File: src/kms_regs.svh
// Purpose: constants for the key matrix scanner
// Assumes: 200 MHz system clock, scan tick from the 128 kHz clock rate
// Notes: only the tick count is derived from the clock rates by an expression
`ifndef KMS_REGS_SVH
`define KMS_REGS_SVH
`define KMS_MAX_ROWS 8
`define KMS_MAX_COLS 20
`define KMS_MAX_KEYS 160
`define KMS_BUF_DEPTH 16
`define KMS_CLK_HZ 200000000
`define KMS_SCAN_HZ 128000
// cycles of the system clock per scan position (rounded down)
`define KMS_TICK_CYC (`KMS_CLK_HZ / `KMS_SCAN_HZ)
`define KMS_DEB_COUNT 4
`define KMS_ROWS_RST 8'h08
`define KMS_COLS_RST 8'h14
`endif

File: src/kms_pkg.sv
// Purpose: types for the key matrix scanner
// Assumes: nothing
// Notes: state names only, codes left to the tool
package kms_pkg;
   typedef enum logic [1:0] {
      KMS_IDLE,
      KMS_SCAN,
      KMS_SCAN_END
   } kms_state_t;
endpackage

File: src/kms_key_buf.sv
// Purpose: 16-entry key code buffer for the scanner
// Assumes: write and read pulses from the same clock
// Notes: overflow drops the new code and raises a sticky flag
`timescale 1ns/1ps
module kms_key_buf #(
   parameter int DEPTH = 16
) (
   input wire logic i_clk,
   input wire logic i_rst,
   input wire logic i_wr,
   input wire logic [7:0] i_wr_data,
   input wire logic i_rd,
   input wire logic i_clr_ovf,
   output logic [7:0] o_rd_data,
   output logic [4:0] o_count,
   output logic o_ovf
);
   localparam int AW = $clog2(DEPTH);
   initial begin
      if (DEPTH < 2 || DEPTH > 16 || (1 << AW) != DEPTH)
         $error("kms_key_buf: DEPTH must be a power of two, 2..16");
   end
   typedef struct packed {
      logic [AW-1:0] wp;
      logic [AW-1:0] rp;
      logic [4:0] cnt;
      logic ovf;
   } kms_buf_st_t;
   kms_buf_st_t st_reg, st_next;
   logic [7:0] mem [DEPTH];
   logic full, empty, do_wr, do_rd;
   assign full = (st_reg.cnt == 5'(DEPTH));
   assign empty = (st_reg.cnt == 5'h00);
   assign do_rd = i_rd && !empty;
   assign do_wr = i_wr && (!full || do_rd);
   // pointers, count and overflow; a set of ovf beats its clear
   always_comb begin
      st_next = st_reg;
      if (do_wr)
         st_next.wp = st_reg.wp + 1'b1;
      if (do_rd)
         st_next.rp = st_reg.rp + 1'b1;
      if (do_wr && !do_rd)
         st_next.cnt = st_reg.cnt + 5'h01;
      else if (do_rd && !do_wr)
         st_next.cnt = st_reg.cnt - 5'h01;
      if (i_clr_ovf)
         st_next.ovf = 1'b0;
      if (i_wr && !do_wr)
         st_next.ovf = 1'b1;
   end
   always_ff @(posedge i_clk) begin
      if (i_rst)
         st_reg <= '0;
      else
         st_reg <= st_next;
   end
   // storage kept until read; no reset needed on the array
   always_ff @(posedge i_clk) begin
      if (do_wr)
         mem[st_reg.wp] <= i_wr_data;
   end
   assign o_rd_data = empty ? 8'h00 : mem[st_reg.rp];
   assign o_count = st_reg.cnt;
   assign o_ovf = st_reg.ovf;
endmodule

File: src/kms_scanner.sv
// Purpose: autonomous 8 x 20 key matrix scanner with key code buffer
// Assumes: rows pulled down, a pressed key lifts its row to its column
// Notes: processor polls status and pops codes through plain ports
//
// Contract
// - idle drives every column output high.
// - row change in idle with enable high raises clock request and enters scan.
// - idle clears row-hit register and key index to zero.
// - row counter runs 0..rows-1, wraps, then column counter advances.
// - both counters at terminal value moves scan to scan-end.
// - key index advances with every scanned matrix position.
// - non-modifier key index goes into the key code buffer.
// - column with two or more hits ORs its rows into row-hit.
// - key in a row already set in row-hit sets ghost status bit.
// - scan-end rescans if keys found and enabled, else idle and drop clock request.
// - disabled scanner never asserts its clock request.
// - enabled scanner may drop request, reasserts it on keypress.
// - columns configurable 1 to 20, rows 1 to 8.
// - at most 160 positions, visited one after another.
// - key codes stored in a 16-byte buffer.
// - buffered codes kept until read; overflow drops the new code.
// - any number of keys; ghosts lock out the ambiguous keys.
// - a new key reports only once the shared pass counter deb reaches DEB_COUNT-1; stage agreement filters only the idle wake-up.
// - at 128 kHz a full matrix pass takes about 1.2 ms.
`timescale 1ns/1ps
`include "kms_regs.svh"
module kms_scanner #(
   parameter int ROWS_MAX = `KMS_MAX_ROWS,
   parameter int COLS_MAX = `KMS_MAX_COLS,
   parameter int BUF_DEPTH = `KMS_BUF_DEPTH,
   parameter int TICK_CYC = `KMS_TICK_CYC,
   parameter int DEB_COUNT = `KMS_DEB_COUNT
) (
   input wire logic I_CLK,
   input wire logic I_RST,
   input wire logic I_ENABLE,
   input wire logic [7:0] I_NUM_ROWS,
   input wire logic [7:0] I_NUM_COLS,
   input wire logic [ROWS_MAX-1:0] I_ROW,
   input wire logic [COLS_MAX-1:0] I_MOD_MASK_COL,
   input wire logic [ROWS_MAX-1:0] I_MOD_MASK_ROW,
   input wire logic I_POP,
   input wire logic I_CLR_STATUS,
   output logic [COLS_MAX-1:0] O_COL,
   output logic O_CLK_REQ,
   output logic [7:0] O_KEY_CODE,
   output logic O_KEY_VALID,
   output logic [4:0] O_KEY_COUNT,
   output logic O_GHOST,
   output logic O_OVERFLOW,
   output logic O_MOD_HIT,
   output logic O_SCANNING
);
   initial begin
      if (ROWS_MAX < 1 || ROWS_MAX > 8 || COLS_MAX < 1 || COLS_MAX > 20)
         $error("kms_scanner: matrix must fit 8 rows by 20 columns");
      // a tick no longer than the three sync flops samples the old column
      if (TICK_CYC < 4 || TICK_CYC > 65536 ||
          DEB_COUNT < 1 || DEB_COUNT > 15)
         $error("kms_scanner: bad tick or debounce count");
   end

   // row pins: three flops, a change counts when stages two and three agree
   logic [ROWS_MAX-1:0] row_s1_reg, row_s2_reg, row_s3_reg;
   always_ff @(posedge I_CLK) begin
      if (I_RST) begin
         row_s1_reg <= '0; // idle level of a pulled-down row
         row_s2_reg <= '0;
         row_s3_reg <= '0;
      end else begin
         row_s1_reg <= I_ROW;
         row_s2_reg <= row_s1_reg;
         row_s3_reg <= row_s2_reg;
      end
   end

   typedef struct packed {
      kms_pkg::kms_state_t st;
      logic [ROWS_MAX-1:0] row_stable;
      logic [15:0] tick;
      logic [2:0] row;
      logic [4:0] col;
      logic [7:0] key_idx;
      logic [7:0] row_hit;
      logic [ROWS_MAX-1:0] col_hits;
      logic found;
      logic [COLS_MAX-1:0] col_out;
      logic clk_req;
      logic ghost;
      logic mod_hit;
      logic scanning;
      logic [3:0] deb;
      logic [COLS_MAX-1:0][ROWS_MAX-1:0] pressed;
      logic [COLS_MAX-1:0][ROWS_MAX-1:0] pressed_prev;
   } kms_st_t;
   kms_st_t st_reg, st_next;

   // clamp the programmed sizes to what the matrix supports
   logic [2:0] last_row;
   logic [4:0] last_col;
   always_comb begin
      if (I_NUM_ROWS == 8'h00)
         last_row = 3'h0;
      else if (I_NUM_ROWS > 8'(ROWS_MAX))
         last_row = 3'(ROWS_MAX - 1);
      else
         last_row = 3'(I_NUM_ROWS - 8'h01);
      if (I_NUM_COLS == 8'h00)
         last_col = 5'h00;
      else if (I_NUM_COLS > 8'(COLS_MAX))
         last_col = 5'(COLS_MAX - 1);
      else
         last_col = 5'(I_NUM_COLS - 8'h01);
   end

   // buffer write request built in the main process
   logic buf_wr;
   logic [7:0] buf_data;
   logic buf_ovf;
   logic [7:0] buf_rd_data;
   logic [4:0] buf_count;
   logic key_seen, tick_done, row_changed, key_new, is_mod;
   logic [ROWS_MAX-1:0] hits_now;
   int unsigned n_hits;

   always_comb begin
      st_next = st_reg;
      buf_wr = 1'b0;
      buf_data = st_reg.key_idx;
      tick_done = (st_reg.tick == 16'(TICK_CYC - 1));
      row_changed = (row_s2_reg == row_s3_reg) &&
                    (row_s3_reg != st_reg.row_stable);
      key_seen = row_s3_reg[st_reg.row];
      key_new = 1'b0;
      is_mod = I_MOD_MASK_COL[st_reg.col] && I_MOD_MASK_ROW[st_reg.row];
      hits_now = st_reg.col_hits;
      n_hits = 0;
      if (row_s2_reg == row_s3_reg)
         st_next.row_stable = row_s3_reg;
      if (I_CLR_STATUS) begin
         st_next.ghost = 1'b0;
         st_next.mod_hit = 1'b0;
      end
      unique case (st_reg.st)
         kms_pkg::KMS_IDLE: begin
            st_next.col_out = '1;
            st_next.row_hit = 8'h00;
            st_next.key_idx = 8'h00;
            st_next.row = 3'h0;
            st_next.col = 5'h00;
            st_next.tick = 16'h0000;
            st_next.col_hits = '0;
            st_next.found = 1'b0;
            st_next.deb = 4'h0;
            st_next.clk_req = 1'b0;
            // an aborted pass must not leave keys marked as held
            st_next.pressed = '0;
            st_next.pressed_prev = '0;
            if (I_ENABLE && row_changed) begin
               st_next.clk_req = 1'b1;
               st_next.st = kms_pkg::KMS_SCAN;
               st_next.col_out = COLS_MAX'(1);
            end
         end
         kms_pkg::KMS_SCAN: begin
            st_next.tick = tick_done ? 16'h0000 : st_reg.tick + 16'h0001;
            if (tick_done) begin
               // one position per tick: 160 ticks of 128 kHz, about 1.2 ms
               st_next.key_idx = st_reg.key_idx + 8'h01;
               if (key_seen) begin
                  hits_now[st_reg.row] = 1'b1;
                  st_next.found = 1'b1;
                  st_next.pressed[st_reg.col][st_reg.row] = 1'b1;
                  if (st_reg.row_hit[st_reg.row])
                     st_next.ghost = 1'b1;
                  key_new = !st_reg.pressed_prev[st_reg.col][st_reg.row];
               end
               st_next.col_hits = hits_now;
               // report only once debounced and not in a ghosted row
               if (key_new && st_reg.deb >= 4'(DEB_COUNT - 1) &&
                   !st_reg.row_hit[st_reg.row]) begin
                  if (is_mod)
                     st_next.mod_hit = 1'b1;
                  else
                     buf_wr = 1'b1;
               end
               if (st_reg.row == last_row) begin
                  st_next.row = 3'h0;
                  for (int i = 0; i < ROWS_MAX; i++)
                     n_hits = n_hits + 32'(hits_now[i]);
                  if (n_hits >= 2)
                     st_next.row_hit = st_reg.row_hit |
                        8'(row_s3_reg);
                  st_next.col_hits = '0;
                  if (st_reg.col == last_col) begin
                     st_next.st = kms_pkg::KMS_SCAN_END;
                     st_next.col_out = '1;
                  end else begin
                     st_next.col = st_reg.col + 5'h01;
                     st_next.col_out = COLS_MAX'(1) <<
                        (st_reg.col + 5'h01);
                  end
               end else begin
                  st_next.row = st_reg.row + 3'h1;
               end
            end
            if (!I_ENABLE) begin
               st_next.st = kms_pkg::KMS_IDLE;
               st_next.clk_req = 1'b0;
               st_next.col_out = '1;
            end
         end
         kms_pkg::KMS_SCAN_END: begin
            // a key held across passes counts up the debounce window
            st_next.pressed_prev = st_reg.pressed;
            st_next.pressed = '0;
            st_next.row = 3'h0;
            st_next.col = 5'h00;
            st_next.key_idx = 8'h00;
            st_next.row_hit = 8'h00;
            st_next.tick = 16'h0000;
            if (st_reg.found && I_ENABLE) begin
               st_next.st = kms_pkg::KMS_SCAN;
               st_next.col_out = COLS_MAX'(1);
               if (st_reg.deb < 4'(DEB_COUNT - 1))
                  st_next.deb = st_reg.deb + 4'h1;
            end else begin
               st_next.st = kms_pkg::KMS_IDLE;
               st_next.clk_req = 1'b0;
               st_next.pressed_prev = '0;
            end
            st_next.found = 1'b0;
         end
      endcase
      // registered copy keeps the scanning output straight off a flop
      st_next.scanning = (st_next.st != kms_pkg::KMS_IDLE);
   end

   always_ff @(posedge I_CLK) begin
      if (I_RST) begin
         st_reg <= '0;
         st_reg.st <= kms_pkg::KMS_IDLE;
         st_reg.col_out <= '1;
      end else begin
         st_reg <= st_next;
      end
   end

   kms_key_buf #(
      .DEPTH(BUF_DEPTH)
   ) u_buf (
      .i_clk(I_CLK),
      .i_rst(I_RST),
      .i_wr(buf_wr),
      .i_wr_data(buf_data),
      .i_rd(I_POP),
      .i_clr_ovf(I_CLR_STATUS),
      .o_rd_data(buf_rd_data),
      .o_count(buf_count),
      .o_ovf(buf_ovf)
   );

   // status is polled by the processor, so register everything out
   always_ff @(posedge I_CLK) begin
      if (I_RST) begin
         O_KEY_CODE <= 8'h00;
         O_KEY_VALID <= 1'b0;
         O_KEY_COUNT <= 5'h00;
         O_OVERFLOW <= 1'b0;
      end else begin
         O_KEY_CODE <= buf_rd_data;
         O_KEY_VALID <= (buf_count != 5'h00);
         O_KEY_COUNT <= buf_count;
         O_OVERFLOW <= buf_ovf;
      end
   end
   assign O_COL = st_reg.col_out;
   assign O_CLK_REQ = st_reg.clk_req;
   assign O_GHOST = st_reg.ghost;
   assign O_MOD_HIT = st_reg.mod_hit;
   assign O_SCANNING = st_reg.scanning;
endmodule

File: config.mk
export PLATFORM = sky130hd
export DESIGN_NAME = kms_scanner
export DESIGN_NICKNAME = d
export VERILOG_FILES = /design/src/kms_pkg.sv /design/src/kms_key_buf.sv /design/src/kms_scanner.sv
export VERILOG_INCLUDE_DIRS = /design/src
export SDC_FILE = /design/constraint.sdc
export NUM_CORES = 1
export LEC_CHECK = 0
export BUFFER_PORTS_ARGS = -buffer_cell sky130_fd_sc_hd__buf_2
export CORE_ASPECT_RATIO = 2
export CORE_UTILIZATION = 50
export DETAILED_ROUTE_END_ITERATION = 8
export PLACE_DENSITY = 0.7
export SYNTH_ARGS = -nofsm -noshare
export SYNTH_HDL_FRONTEND = slang
export SYNTH_SLANG_ARGS = --single-unit
File: constraint.sdc
create_clock -name I_CLK -period 7.3 [get_ports I_CLK]
set_clock_uncertainty 0.2 [all_clocks]
set_input_delay 0 -clock I_CLK [delete_from_list [all_inputs] [get_ports I_CLK]]
set_output_delay 0 -clock I_CLK [all_outputs]
set_load 0.03 [all_outputs]
==> metrics.csv <==
stage,metric,value,unit
outcome,status,"finished, final reports clean",
synthesis,post-synthesis adder-cell area fraction,2.11,%
synthesis,Async SR Flop Fraction,0,%
power,VDD IR max,0.000214,V
timing,Slew @ Worst Pin,1.29,ns
synthesis,Synth Register Bits,588,
route,drt wl/cell,22.6,µm
finish,final net count,2173,
floorplanning,Initial Util,50.9,%
route,DR vias,16122,
synthesis,register area share after synthesis,56.7,%
critical_path,kind of critical path,reg2reg,
job,max-cap violation count,0,
synthesis,mean post-synth cell area,11.1,µm²
synthesis,Synth Area in Compound Gates,15.0,%
synthesis,main combinational cell family by area after synthesis,compound AO/OA/AOI/OAI gates,
clocking,CTS tree,yes,
global_route,GR Util All Layers,25.8,%
clocking,clock sink count,588,
finish,antenna cell count,0,
floorplanning,Die Area,47000,µm²
timing,final-report hold violation count,0,
clocking,"Clk Latency, worst-skew pair",0.59,ns
clocking,CTS Buf Count,48,
timing,relative max-transition margin,14.1,%
timing,fin crit period,5.42,ns
synthesis,Yosys top cell by area,dfxtp_1,
critical_path,Worst setup SP type,flip-flop,
timing,Setup-failing EPs final,0,
route,DR DRC count,0,
clocking,CTS Buffer Depth,3,
timing,Hold Slack,0.0183,ns
critical_path,reg2reg setup slack,1.88,ns
timing,Slew Limit Fails,0,
timing,RSZ-0062 raised after global routing,false,
critical_path,WP data arrival,5.72,ns
floorplanning,die width,154,µm
global_route,total congestion overflow,0,
global_route,vias in the first global route,16047,
floorplanning,die height,306,µm
synthesis,Synth area leaders,"dfxtp_1 (40%), edfxtp_1 (17%), mux4_2 (7.0%), a22o_1 (6.2%), a21oi_1 (4.9%)",
route,DRT Pass-1 Iters,5,
placed_design,HPWL Detailed,42100,µm
route,Iter 0 DRT Violations,1396,
global_route,initial antenna violation count,0,
placed_design,Placer Congestion,0.902,
synthesis,mux contribution to synthesized area,9.23,%
floorplanning,# rows,110,
clocking,# H-tree levels,2,
synthesis,share of the synthesized area in the top cell type,40.0,%
finish,fraction of layout cells with a size suffix above 1,14.5,%
clocking,Clock transition at path regs,0.07,ns
timing,Max Clock Freq,184,MHz
finish,Largest register FFs,375,
synthesis,Syn Inst Count,2074,
route,vias per inst,6.02,
route,Detail Route Antenna Nets,0,
power,PwrDens,264,nW/µm²
global_route,largest net degree at the start of global routing,91,
critical_path,Critical Path Fanout Max,25,
placed_design,PortBufs,95,
synthesis,cell with the most instances after synthesis,dfxtp_1,
timing,total negative slack,0,ns
route,DRT Wirelength,60600,µm
synthesis,post-synthesis xor/xnor area fraction,1.75,%
worst_hold_path,Hold Crit Class,in2reg,
synthesis,Simple-Gate Fraction of Synth Area,11.4,%
synthesis,Post-Syn Area,23000,µm²
clocking,Clock Tree Root,clkbuf_16,
finish,P&R area growth vs syn,11.3,%
global_route,first-pass GRT wire length,92900,µm
power,Pleak,9.22,nW
floorplanning,IO Pins,96,
floorplanning,core area,45300,µm²
synthesis,Syn Nets,2166,
critical_path,Worst setup EP type,flip-flop,
synthesis,post-synthesis cell type count,74,
timing,period utilization,74.3,%
critical_path,data required time of the critical path,7.60,ns
synthesis,Synth Flop Type,dfxtp_1,
synthesis,"EDFF count, synth",128,
synthesis,number of synthesis warnings,0,
synthesis,Synth top cells by count,"dfxtp_1 (460), nor2_1 (272), a21oi_1 (226)",
final cells by class:
type,count,area (µm²)
Clock buffer,65,1420
Clock inverter,24,359
Fill cell,3744,19700
Inverter,28,105
Multi-Input combinational cell,1278,9150
Sequential cell,588,13100
Tap cell,560,701
Timing Repair Buffer,137,836
stage by stage:
stage	area [µm²]	power [mW]	util, %	worst slack (ns)	cells
2_1_floorplan	23000	3.83	-	2.48	2074
3_3_place_gp	23700	3.95	52.3	2.17	2573
3_5_place_dp	23700	3.96	52.3	2.00	2573
4_1_cts	25600	6.79	56.6	1.97	2680
5_1_grt	25600	6.95	56.6	1.62	2680
6_report	25600	6.76	56.6	1.88	2680
layout by cell type (no fill, tap or decap), types with 19 or more instances in the layout:
| cell type | netlist | routed |
|---|---|---|
| buf_2 | 18 | 95 |
| clkbuf_16 | 0 | 51 |
| mux2i_1 | 47 | 47 |
| nor3_1 | 27 | 24 |
| dfxtp_1 | 460 | 457 |
| nand2_1 | 82 | 82 |
| edfxtp_1 | 128 | 128 |
| nand3_1 | 29 | 29 |
| mux4_2 | 72 | 72 |
| and3_1 | 19 | 19 |
| nor2b_1 | 48 | 48 |
| o21ai_0 | 33 | 33 |
| buf_4 | 22 | 24 |
| xor2_1 | 25 | 25 |
| nor2_1 | 272 | 268 |
| a22o_1 | 162 | 162 |
| inv_1 | 25 | 25 |
| xnor2_1 | 21 | 21 |
| a21oi_1 | 226 | 225 |
| ha_1 | 30 | 30 |
metal layers:
layer | share of wire, % | GRT usage (%) | up-vias
met5 | 0 | 0 | -
li1 | - | - | 7475
met1 | 34 | 25.8 | 7945
met2 | 54 | 48.1 | 533
met3 | 4.2 | 3.37 | 169
met4 | 7.9 | 19.6 | 0
path summary, 6_finish.rpt:
check / start / endpoint / cells after the start
setup reg to reg: st_reg[378]$_SDFFE_PP0P_ / st_reg[361]$_SDFFE_PP0P_ / 15
hold / removal: I_ROW[4] / row_s1_reg[4]$_SDFF_PP0_ / 3
setup / recovery: st_reg[378]$_SDFFE_PP0P_ / st_reg[361]$_SDFFE_PP0P_ / 15
hold reg to reg: row_s1_reg[3]$_SDFF_PP0_ / row_s2_reg[3]$_SDFF_PP0_ / 1
what timing repair did:
action / CTS / global route
gates resized for setup: 0 / 0
endpoints found under the hold margin: 55 / 0
hold buffers: 18 / 0
setup buffers: 0 / 0
critical path, stage by stage, from the launching register on:
cell	delay (ns)
dfxtp_1	1.06
nor2b_1	0.41
and3_1	0.26
nor2_1	0.07
fa_1	0.46
fa_1	0.49
fa_1	0.51
inv_1	0.04
ha_1	0.20
fa_1	0.39
or2_2	0.31
a21oi_1	0.18
o21ai_1	0.20
o21ai_0	0.16
nand2_1	0.21
nor2_1	0.20
where the power goes:
group / switching, mW / total, mW / internal (mW)
Combinational: 0.364 / 0.497 / 0.133
Clock: 1.20 / 2.86 / 1.66
Sequential: 0.0531 / 3.40 / 3.35
logic make-up after synthesis:
logic type / count (synthesis)
AOI/OAI and AO/OA: 516
buffers and inverters: 208
xor gates and xnor gates: 46
and+or+nand+nor: 558
adders and majority gates: 36
muxes: 122
DFF: 588
(Power assumes the default switching activity.)
